## src/hw/cmf_defs.vh

```
// constants of the clock mode and oscillator filter block
// assumes an 8-bit register port with a 3-bit word address
`ifndef CMF_DEFS_VH
`define CMF_DEFS_VH

`define CMF_AW 3
`define CMF_DW 8

// register offsets
`define CMF_OFS_FLAG 3'h0
`define CMF_OFS_IRQEN 3'h1
`define CMF_OFS_OSC 3'h2
`define CMF_OFS_CLKSEL 3'h3
`define CMF_OFS_POST_DIVIDER 3'h4
`define CMF_OFS_WDT 3'h5
`define CMF_OFS_RSTSRC 3'h6

// flag register fields
`define CMF_FLG_LOCKCHG 0
`define CMF_FLG_LOCK 1
`define CMF_FLG_OSCCHG 2
`define CMF_FLG_QUAL 3

// oscillator control fields
`define CMF_OSC_EN 0
`define CMF_OSC_BW 1
`define CMF_OSC_RATIO_LSB 2
`define CMF_OSC_RATIO_MSB 6

// clock select fields
`define CMF_CS_PLL_SELECT_BIT 0
`define CMF_CS_WDTOSC 1
`define CMF_CS_PITOSC 2

// reset values
`define CMF_POST_DIVIDER_RST 5'h03
`define CMF_PLL_SELECT_BIT_RST 1'b1
`define CMF_UNLOCK_DIV 5'h04

// timing counts: oscillator edges to qualify, relock time in vco clock cycles
`define CMF_QUAL_EDGES 4'h8
`define CMF_RELOCK_CYC 8'h40

// mode codes, one-hot
`define CMF_MODE_PEI 3'h1
`define CMF_MODE_PEE 3'h2
`define CMF_MODE_PBE 3'h4

`endif

```

## src/hw/cmf_osc_filter.v

```verilog
// adaptive spike filter and noise detector for the crystal input
// assumes clk is the vco clock and crystal_input is synchronous to it
`include "cmf_defs.vh"

module cmf_osc_filter (
   clk,
   rst_n,
   crystal_input,
   filter_on,
   detect_on,
   ratio,
   wide,
   hold,
   clear_qual,
   osc_out,
   noise,
   qual
);
   input wire clk;
   input wire rst_n;
   input wire crystal_input;
   input wire filter_on;
   input wire detect_on;
   input wire [4:0] ratio;
   input wire wide;
   input wire hold;
   input wire clear_qual;
   output reg osc_out;
   output reg noise;
   output reg qual;

   reg [5:0] cnt_r;
   reg [3:0] good_r;

   // window edge: count reaches ratio-1, so the expected edge is ratio cycles after the last accepted one
   function [5:0] win_edge;
      input [4:0] r;
      input w;
      input hi;
      begin
         if (w && hi)
            win_edge = {1'b0, r};
         else if (w)
            win_edge = {1'b0, r} - 6'h02;
         else
            win_edge = {1'b0, r} - 6'h01;
      end
   endfunction

   always @(posedge clk or negedge rst_n) begin
      if (!rst_n) begin
         osc_out <= 1'b0;
         noise <= 1'b0;
         qual <= 1'b0;
         cnt_r <= 6'h00;
         good_r <= 4'h0;
      end else if (!filter_on) begin
         osc_out <= crystal_input;
         noise <= 1'b0;
         qual <= 1'b0;
         cnt_r <= 6'h00;
         good_r <= 4'h0;
      end else if (hold) begin
         // output pauses while the vco restabilizes
         noise <= 1'b0;
      end else begin
         noise <= 1'b0;
         qual <= (good_r == `CMF_QUAL_EDGES) && !clear_qual;
         // sampled every vco cycle; early edges are spikes and simply ignored
         // a change past the window is not taken late, it falls to the noise branch
         if (crystal_input != osc_out && cnt_r >= win_edge(ratio, wide, 1'b0)
               && cnt_r <= win_edge(ratio, wide, 1'b1)) begin
            osc_out <= crystal_input;
            cnt_r <= 6'h00;
            if (clear_qual)
               good_r <= 4'h0;
            else if (good_r != `CMF_QUAL_EDGES)
               good_r <= good_r + 4'h1;
         end else if (cnt_r > win_edge(ratio, wide, 1'b1)) begin
            // no edge inside the window: noise that filtering cannot hide
            cnt_r <= 6'h00;
            good_r <= 4'h0;
            noise <= detect_on;
         end else begin
            cnt_r <= cnt_r + 6'h01;
            if (clear_qual)
               good_r <= 4'h0;
         end
      end
   end
endmodule

```

## src/hw/cmf_reset_src.v

```verilog
// reset source gating and cause capture
// assumes all source inputs are synchronous levels, high while active
`include "cmf_defs.vh"

module cmf_reset_src (
   clk,
   rst_n,
   src_in,
   osc_enable,
   wdt_rate,
   cause_clear,
   sys_reset_req,
   cause
);
   input wire clk;
   input wire rst_n;
   input wire [5:0] src_in;
   input wire osc_enable;
   input wire [2:0] wdt_rate;
   input wire [5:0] cause_clear;
   output reg sys_reset_req;
   output reg [5:0] cause;

   // order: por, low voltage, pin, illegal address, clock monitor, watchdog
   wire [5:0] gated;
   assign gated = src_in & {(wdt_rate != 3'h0), osc_enable, 4'hf};

   always @(posedge clk or negedge rst_n) begin
      if (!rst_n) begin
         sys_reset_req <= 1'b0;
         cause <= 6'h00;
      end else begin
         sys_reset_req <= |gated;
         // a new cause wins over a clear in the same cycle
         cause <= (cause & ~cause_clear) | gated;
      end
   end
endmodule

```

## src/hw/cmf_top.v

```verilog
// clock mode control, oscillator qualification and reset sources
// assumes clk is the vco clock; pll lock detector and reset pins come in
// as synchronous levels, register port reads answer one cycle later
//
// Overview of operation
// - unfilterable noise clears qualified and lock, sets both change flags
// - while noise holds lock low, pll clock is vco divided by four
// - enabled filter samples crystal input every vco cycle
// - expected-edge window three vco cycles wide, else one cycle
// - ratio zero off; 2-3 narrow both; 2-3 wide filter; 4+ both
// - reset leaves internal-reference mode, post divider three
// - internal-reference mode clocks timers from the 1 MHz reference
// - external-reference mode: bus from pll, pll reference from oscillator
// - oscillator modes let timers pick reference or oscillator clock
// - losing lock also clears oscillator qualified status
// - bypassed mode losing qualification sets pll select automatically
// - bypassed mode oscillator and bus clock may pause during restabilizing
// - six reset sources; clock monitor and watchdog have local enables
// - lock change flag set on any lock change, write one clears
// - qualified zero while oscillator off; ratio zero qualifies after lock
// - oscillator change flag set on any qualified change
`include "cmf_defs.vh"

module cmf_top (
   clk,
   rst_n,
   reg_addr,
   reg_wdata,
   reg_wr,
   reg_rd,
   reg_rdata,
   crystal_input,
   pll_locked_in,
   internal_reference_1mhz,
   por_in,
   low_voltage_reset,
   ext_pin_reset,
   illegal_addr_reset,
   clock_monitor_fail,
   watchdog_timeout,
   oscillator_clock,
   pll_output_clock,
   bus_clock_tick,
   bus_clk_from_pll,
   pll_ref_from_osc,
   mode_onehot,
   watchdog_clock,
   periodic_timer_clock,
   lock_status,
   osc_qualified,
   pll_lock_irq_enable,
   osc_status_irq_enable,
   sys_reset_req
);
   input wire clk;
   input wire rst_n;
   input wire [`CMF_AW-1:0] reg_addr;
   input wire [`CMF_DW-1:0] reg_wdata;
   input wire reg_wr;
   input wire reg_rd;
   output reg [`CMF_DW-1:0] reg_rdata;
   input wire crystal_input;
   input wire pll_locked_in;
   input wire internal_reference_1mhz;
   input wire por_in;
   input wire low_voltage_reset;
   input wire ext_pin_reset;
   input wire illegal_addr_reset;
   input wire clock_monitor_fail;
   input wire watchdog_timeout;
   output wire oscillator_clock;
   output reg pll_output_clock;
   output reg bus_clock_tick;
   output wire bus_clk_from_pll;
   output wire pll_ref_from_osc;
   output wire [2:0] mode_onehot;
   output reg watchdog_clock;
   output reg periodic_timer_clock;
   output wire lock_status;
   output wire osc_qualified;
   output wire pll_lock_irq_enable;
   output wire osc_status_irq_enable;
   output wire sys_reset_req;

   localparam MODE_PEI = `CMF_MODE_PEI;
   localparam MODE_PEE = `CMF_MODE_PEE;
   localparam MODE_PBE = `CMF_MODE_PBE;

   // software-visible state
   reg lock_irq_en_r;
   reg osc_irq_en_r;
   reg osc_en_r;
   reg osc_bw_r;
   reg [4:0] ratio_r;
   reg pll_sel_r;
   reg wdt_osc_r;
   reg pit_osc_r;
   reg [4:0] post_divider_r;
   reg [2:0] wdt_rate_r;
   reg lock_flag_r;
   reg osc_flag_r;

   // hardware status
   reg lock_r;
   reg qual_r;
   reg noise_hold_r;
   reg [7:0] relock_cnt_r;
   reg [4:0] div_cnt_r;
   reg osc_prev_r;
   reg bus_phase_r;
   reg [2:0] mode_r;

   reg lock_nxt;
   reg qual_nxt;
   reg [2:0] mode_nxt;

   wire filt_osc;
   wire filt_noise;
   wire filt_qual;
   wire [5:0] rst_cause;
   wire wr_flag;
   wire wr_rst;
   wire filter_on;
   wire detect_on;
   wire osc_rise;
   wire [4:0] div_last;

   function is_wr;
      input [`CMF_AW-1:0] ofs;
      begin
         is_wr = reg_wr && (reg_addr == ofs);
      end
   endfunction

   assign wr_flag = is_wr(`CMF_OFS_FLAG);
   assign wr_rst = is_wr(`CMF_OFS_RSTSRC);

   // ratio 2..3 with wide window filters only; noise cannot be told apart
   assign filter_on = osc_en_r && (ratio_r != 5'h00);
   assign detect_on = (ratio_r >= 5'h04) || !osc_bw_r;

   cmf_osc_filter u_filter (
      .clk(clk),
      .rst_n(rst_n),
      .crystal_input(crystal_input),
      .filter_on(filter_on),
      .detect_on(detect_on),
      .ratio(ratio_r),
      .wide(osc_bw_r),
      .hold(!pll_locked_in && !pll_sel_r),
      .clear_qual(!lock_r),
      .osc_out(filt_osc),
      .noise(filt_noise),
      .qual(filt_qual)
   );

   cmf_reset_src u_reset (
      .clk(clk),
      .rst_n(rst_n),
      .src_in({watchdog_timeout, clock_monitor_fail, illegal_addr_reset,
               ext_pin_reset, low_voltage_reset, por_in}),
      .osc_enable(osc_en_r),
      .wdt_rate(wdt_rate_r),
      .cause_clear(wr_rst ? reg_wdata[5:0] : 6'h00),
      .sys_reset_req(sys_reset_req),
      .cause(rst_cause)
   );

   // lock and qualification status
   always @* begin
      lock_nxt = pll_locked_in && !noise_hold_r && !filt_noise;
      if (!osc_en_r)
         qual_nxt = 1'b0;
      else if (!lock_nxt)
         qual_nxt = 1'b0;
      else if (ratio_r == 5'h00)
         qual_nxt = lock_r;
      else
         qual_nxt = filt_qual;
   end

   always @* begin
      if (!osc_en_r)
         mode_nxt = MODE_PEI;
      else if (pll_sel_r)
         mode_nxt = MODE_PEE;
      else
         mode_nxt = MODE_PBE;
   end

   always @(posedge clk or negedge rst_n) begin
      if (!rst_n) begin
         lock_r <= 1'b0;
         qual_r <= 1'b0;
         noise_hold_r <= 1'b0;
         relock_cnt_r <= 8'h00;
         mode_r <= MODE_PEI;
      end else begin
         lock_r <= lock_nxt;
         qual_r <= qual_nxt;
         mode_r <= mode_nxt;
         // after noise the lock stays down until the loop has settled again
         if (filt_noise) begin
            noise_hold_r <= 1'b1;
            relock_cnt_r <= 8'h00;
         end else if (noise_hold_r && pll_locked_in) begin
            if (relock_cnt_r == `CMF_RELOCK_CYC - 8'h01)
               noise_hold_r <= 1'b0;
            relock_cnt_r <= relock_cnt_r + 8'h01;
         end else begin
            relock_cnt_r <= 8'h00;
         end
      end
   end

   // change flags: a hardware set wins over a write-one clear
   always @(posedge clk or negedge rst_n) begin
      if (!rst_n) begin
         lock_flag_r <= 1'b0;
         osc_flag_r <= 1'b0;
      end else begin
         if ((lock_nxt != lock_r) || filt_noise)
            lock_flag_r <= 1'b1;
         else if (wr_flag && reg_wdata[`CMF_FLG_LOCKCHG])
            lock_flag_r <= 1'b0;
         if ((qual_nxt != qual_r) || filt_noise)
            osc_flag_r <= 1'b1;
         else if (wr_flag && reg_wdata[`CMF_FLG_OSCCHG])
            osc_flag_r <= 1'b0;
      end
   end

   // control registers
   always @(posedge clk or negedge rst_n) begin
      if (!rst_n) begin
         lock_irq_en_r <= 1'b0;
         osc_irq_en_r <= 1'b0;
         osc_en_r <= 1'b0;
         osc_bw_r <= 1'b0;
         ratio_r <= 5'h00;
         pll_sel_r <= `CMF_PLL_SELECT_BIT_RST;
         wdt_osc_r <= 1'b0;
         pit_osc_r <= 1'b0;
         post_divider_r <= `CMF_POST_DIVIDER_RST;
         wdt_rate_r <= 3'h0;
      end else begin
         if (is_wr(`CMF_OFS_IRQEN)) begin
            lock_irq_en_r <= reg_wdata[0];
            osc_irq_en_r <= reg_wdata[1];
         end
         if (is_wr(`CMF_OFS_OSC)) begin
            osc_en_r <= reg_wdata[`CMF_OSC_EN];
            osc_bw_r <= reg_wdata[`CMF_OSC_BW];
            ratio_r <= reg_wdata[`CMF_OSC_RATIO_MSB:`CMF_OSC_RATIO_LSB];
         end
         // losing qualification in bypass forces the bus back onto the pll
         if (mode_r == MODE_PBE && qual_r && !qual_nxt)
            pll_sel_r <= 1'b1;
         else if (is_wr(`CMF_OFS_CLKSEL))
            pll_sel_r <= reg_wdata[`CMF_CS_PLL_SELECT_BIT];
         if (is_wr(`CMF_OFS_CLKSEL)) begin
            wdt_osc_r <= reg_wdata[`CMF_CS_WDTOSC];
            pit_osc_r <= reg_wdata[`CMF_CS_PITOSC];
         end
         if (is_wr(`CMF_OFS_POST_DIVIDER))
            post_divider_r <= reg_wdata[4:0];
         if (is_wr(`CMF_OFS_WDT))
            wdt_rate_r <= reg_wdata[2:0];
      end
   end

   // pll output divider; unlocked output runs at vco over four
   assign div_last = lock_r ? post_divider_r : (`CMF_UNLOCK_DIV - 5'h01);
   assign osc_rise = filt_osc && !osc_prev_r;

   always @(posedge clk or negedge rst_n) begin
      if (!rst_n) begin
         div_cnt_r <= 5'h00;
         pll_output_clock <= 1'b0;
         osc_prev_r <= 1'b0;
         bus_phase_r <= 1'b0;
         bus_clock_tick <= 1'b0;
         watchdog_clock <= 1'b0;
         periodic_timer_clock <= 1'b0;
      end else begin
         osc_prev_r <= filt_osc;
         if (div_cnt_r >= div_last) begin
            div_cnt_r <= 5'h00;
            pll_output_clock <= 1'b1;
         end else begin
            div_cnt_r <= div_cnt_r + 5'h01;
            pll_output_clock <= 1'b0;
         end
         // bus runs at half the pll clock, or on the filtered oscillator
         // phase bit picks every other pll pulse, so the bus runs at pll over two
         if (pll_output_clock)
            bus_phase_r <= !bus_phase_r;
         if (pll_sel_r)
            bus_clock_tick <= pll_output_clock && bus_phase_r;
         else
            bus_clock_tick <= osc_rise;
         if (osc_en_r && wdt_osc_r)
            watchdog_clock <= osc_rise;
         else
            watchdog_clock <= internal_reference_1mhz;
         if (osc_en_r && pit_osc_r)
            periodic_timer_clock <= osc_rise;
         else
            periodic_timer_clock <= internal_reference_1mhz;
      end
   end

   // register read, data stands only in the cycle after the strobe
   always @(posedge clk or negedge rst_n) begin
      if (!rst_n) begin
         reg_rdata <= 8'h00;
      end else if (!reg_rd) begin
         reg_rdata <= 8'h00;
      end else begin
         case (reg_addr)
            `CMF_OFS_FLAG:
               reg_rdata <= {4'h0, qual_r, osc_flag_r, lock_r, lock_flag_r};
            `CMF_OFS_IRQEN:
               reg_rdata <= {6'h00, osc_irq_en_r, lock_irq_en_r};
            `CMF_OFS_OSC:
               reg_rdata <= {1'b0, ratio_r, osc_bw_r, osc_en_r};
            `CMF_OFS_CLKSEL:
               reg_rdata <= {5'h00, pit_osc_r, wdt_osc_r, pll_sel_r};
            `CMF_OFS_POST_DIVIDER:
               reg_rdata <= {3'h0, post_divider_r};
            `CMF_OFS_WDT:
               reg_rdata <= {5'h00, wdt_rate_r};
            `CMF_OFS_RSTSRC:
               reg_rdata <= {2'h0, rst_cause};
            default:
               reg_rdata <= 8'h00;
         endcase
      end
   end

   assign oscillator_clock = filt_osc;
   assign bus_clk_from_pll = pll_sel_r;
   assign pll_ref_from_osc = osc_en_r;
   assign mode_onehot = mode_r;
   assign lock_status = lock_r;
   assign osc_qualified = qual_r;
   // status interrupts belong to the system controller; enables only leave here
   assign pll_lock_irq_enable = lock_irq_en_r;
   assign osc_status_irq_enable = osc_irq_en_r;
endmodule

```

## config.mk

```make
export PLATFORM = sky130hd
export DESIGN_NAME = cmf_top
export DESIGN_NICKNAME = d
export VERILOG_FILES = /design/src/hw/cmf_osc_filter.v /design/src/hw/cmf_reset_src.v /design/src/hw/cmf_top.v
export VERILOG_INCLUDE_DIRS = /design/src /design/src/hw
export SDC_FILE = /design/constraint.sdc
export NUM_CORES = 1
export LEC_CHECK = 0
export BUFFER_PORTS_ARGS = -buffer_cell sky130_fd_sc_hd__buf_2
export CAP_MARGIN = 20
export CORE_MARGIN = 5
export CORE_UTILIZATION = 50
export DETAILED_ROUTE_END_ITERATION = 8
export GPL_ROUTABILITY_DRIVEN = 0
export PLACE_DENSITY = 0.77
export SETUP_SLACK_MARGIN = 0.15
export SYNTH_ARGS = -nofsm -noshare
export SYNTH_HDL_FRONTEND = slang
export SYNTH_SLANG_ARGS = --single-unit
```

## constraint.sdc

```tcl
create_clock -name clk -period 5.58 [get_ports clk]
set_input_delay 0.558 -clock clk [delete_from_list [all_inputs] [get_ports clk]]
set_output_delay 0.558 -clock clk [all_outputs]
set_load 0.05 [all_outputs]
```

==> results.py <==
metrics = {
    "synthesis": {
        "synth_common_cells": "dfrtp_1, nand2_1, nor2_1",
        "synth_compound_area_frac": 0.0948,
        "synth_warnings": 0,
        "synth_top_area_share": 0.435,
        "synth.most_common_cell": "dfrtp_1",
        "yosys.area_share.adder": 0.0777,
        "seq_area_frac_synth": 0.461,
        "synth-simple-area-share": 0.200,
        "synth_cell_types": 60,
        "synth-edff-count": 0,
        "synthesis.nets": 430,
        "syn_inst": 381,
        "ys_ff_latch": 74,
        "synth_top_family_by_area": "simple AND/OR/NAND/NOR gates",
        "async_flop_share": 1.00,
        "synth_top_area_cell": "dfrtp_1",
        "ys.flop_type": "dfrtp_1",
        "syn_avg_cell_area_sq_um": 10.6,
        "synth_area_leaders": "dfrtp_1, ha_1, mux2_2",
        "synthMuxAreaShare": 0.0877,
        "syn_area_sq_um": 4030,
        "synthXorXnorAreaFrac": 0.0454,
    },
    "placed_design": {
        "place_hpwl_um": 6240,
        "placed_area_sq_um": 4300,
        "io_buffers": 44,
    },
    "sta": {
        "setup_viol": 0,
        "max_freq_mhz": 311,
        "maxSlewHeadroom": 0.412,
        "post-route-min-period_ns": 3.21,
        "drv_slew": 0,
        "worst_pin_slew_ns": 0.882,
        "clock_skew_ns": 0.0115,
        "post-route-period-util": 0.576,
        "fin_tns_setup_ns": 0,
        "finalHoldViolCount": 0,
        "rsz0062_at_grt": "no",
        "timing.hold.ws_ns": 0.420,
    },
    "power_and_ir_drop": {
        "internal-power_mw": 1.07,
        "power_mw": 1.76,
        "max-vdd-ir-drop_mv": 0.160,
        "power.share.clock": 0.222,
        "seqPwrFrac": 0.427,
        "p_sw_frac": 0.392,
        "power.leakage_nw": 2.04,
        "power.switching_mw": 0.690,
        "p_comb_frac": 0.351,
        "powerDensity_nw_per_um2": 392,
    },
    "floorplanning": {
        "die_height_um": 99.7,
        "dieArea_sq_um": 9950,
        "ioPinCount": 47,
        "rows": 32,
        "initial_core_util": 0.518,
        "die_width_um": 99.7,
        "core_area_sq_um": 7770,
    },
    "grt": {
        "grt_first_pass_wirelength_um": 14700,
        "grt_pass1_vias": 3075,
        "grt_max_degree": 75,
        "track_usage": 0.184,
        "overflow": 0,
        "antenna_found_initial": 0,
    },
    "clock_network": {
        "cts_tree": "yes",
        "cts_setup_buffers": 0,
        "clock_latency_ns": 0.35,
        "cts_buffers": 9,
        "cts.clk_slew.worst_paths_ns": 0.08,
        "holdBufCountCts": 0,
        "clockRootBuffer": "clkbuf_8",
        "ctsResizeCount": 0,
        "clockBufferDepth": 2,
        "h-tree-depth": 3,
        "clock-sinks": 74,
    },
    "finish": {
        "design_area_sq_um": 4480,
        "regArea_sq_um": 1860,
        "multiInputGateArea_sq_um": 2040,
        "num-nets-final": 473,
        "drive_gt1_frac": 0.240,
        "area.growth.synth_to_final_pct": 11.4,
        "postLayoutCoreUtil": 0.577,
        "nFillCells": 662,
        "n_antenna_cell": 0,
    },
    "hold_path": {
        "hp-class": "in -> async",
    },
    "worst_setup_path": {
        "cp.arrival_ns": 3.45,
        "start_kind": "flip-flop",
        "worstSetupEndpointType": "flip-flop",
        "critPathMaxFanout": 7,
        "setup.worst_path.class": "reg -> reg",
        "worstPathRequired_ns": 5.81,
    },
    "routing": {
        "drt-vias-per-instance": 5.51,
        "route.detailed.drc": 0,
        "dr_total_vias": 2925,
        "wire_per_inst_um": 15.9,
        "routed_wirelength_um": 8420,
        "ant_nets": 0,
        "firstDrtPassIters": 5,
        "first_iter_violations": 123,
    },
    "status": {
        "status": "finished, final reports clean",
    },
    "job": {
        "drv_cap": 0,
    },
}
==> final timing paths <==
kind,from,endpoint,slack (ns),cells past startpoint
setup / recovery,ratio_r[2],u_filter.good_r[0],2.37,11
hold / removal,rst_n,div_cnt_r[2],0.42,2
setup reg to reg,ratio_r[2],u_filter.good_r[0],2.37,11
hold reg to reg,mode_onehot[1],bus_clk_from_pll,0.44,1
max in group asynchronous,rst_n,relock_cnt_r[7],4.59,2
min in group clk,ext_pin_reset,u_reset.cause[2],0.42,2
==> per-layer routing <==
| metal | wire [um] | vias to the layer above | global-route usage |
|---|---|---|---|
| met4 | 136 | 0 | 0.0515 |
| li1 | - | 1421 | - |
| met3 | 469 | 10 | 0.0435 |
| met2 | 4070 | 74 | 0.305 |
| met5 | 0 | - | 0 |
| met1 | 3750 | 1420 | 0.241 |
==> flip-flops by register name (all words and copies together) (netlist names), 3 cells and up <==
signal and cells:
wdt_rate_r 3, ratio_r 5, u_reset.cause 6, post_divider_r 5
relock_cnt_r 8, reg_rdata 7, u_filter.good_r 4, div_cnt_r 5
mode_onehot 3, u_filter.cnt_r 6
==> layout by cell type, fill, tap and decap left out, drive strengths merged, types with 3 or more instances in the layout <==
cell type,count
xnor2,8
clkbuf,11
mux2,22
mux2i,6
nor2b,8
and3,6
xor2,12
nand3,24
dfrtp,70
dfstp,4
buf,45
a21oi,16
o21ai,11
a21o,10
nor2,30
nand2b,7
nand2,45
ha,25
nor3b,5
nand4b,3
a31oi,5
nand4,4
nand3b,4
inv,13
==> kinds of logic (layout without fill, tap and decap cells) <==
| logic type | Yosys count | count (layout) |
|---|---|---|
| DFF | 74 | 74 |
| AOI/OAI and AO/OA | 56 | 56 |
| adders and majority gates | 25 | 25 |
| xor gates and xnor gates | 20 | 20 |
| buffers and inverters | 25 | 73 |
| muxes | 30 | 30 |
| other | 1 | 1 |
| and+or+nand+nor | 150 | 150 |
==> worst max-delay path, cell delays in order, from the launching register on <==
cell      delay, ns
dfrtp_1        0.53
inv_1          0.15
ha_1           0.21
nand2_1        0.08
o21ai_0        0.12
or3_2          0.45
ha_1           0.33
nand4_1        0.13
o221ai_2       0.38
nand3_1        0.23
a21o_1         0.24
mux2_2         0.26
==> cell type report <==
class                   count  area share
multi-input cells         282       0.455
clock inverters             5     0.00837
flip-flops and latches     74       0.414
inverters                  12      0.0100
well taps                 102      0.0285
repair buffers             45      0.0508
clock buffers              11      0.0338
==> through the flow <==
step           cells  setup WS, ns
2_1_floorplan    381          2.80
3_3_place_gp     515          2.50
3_5_place_dp     515          2.41
4_1_cts          531          2.39
5_1_grt          531          2.19
6_report         531          2.37
==> power by group through the flow <==
| stage | sequential, mW | clock (mW) | combinational, mW |
|---|---|---|---|
| finish | 0.752 | 0.390 | 0.618 |
| floorplan | 0.810 | 0 | 0.412 |
| CTS | 0.750 | 0.397 | 0.622 |
| global route | 0.767 | 0.420 | 0.686 |
| global placement | 0.756 | 0 | 0.585 |
| detailed placement | 0.760 | 0 | 0.619 |
No activity file was read; power rests on OpenSTA's default activity.
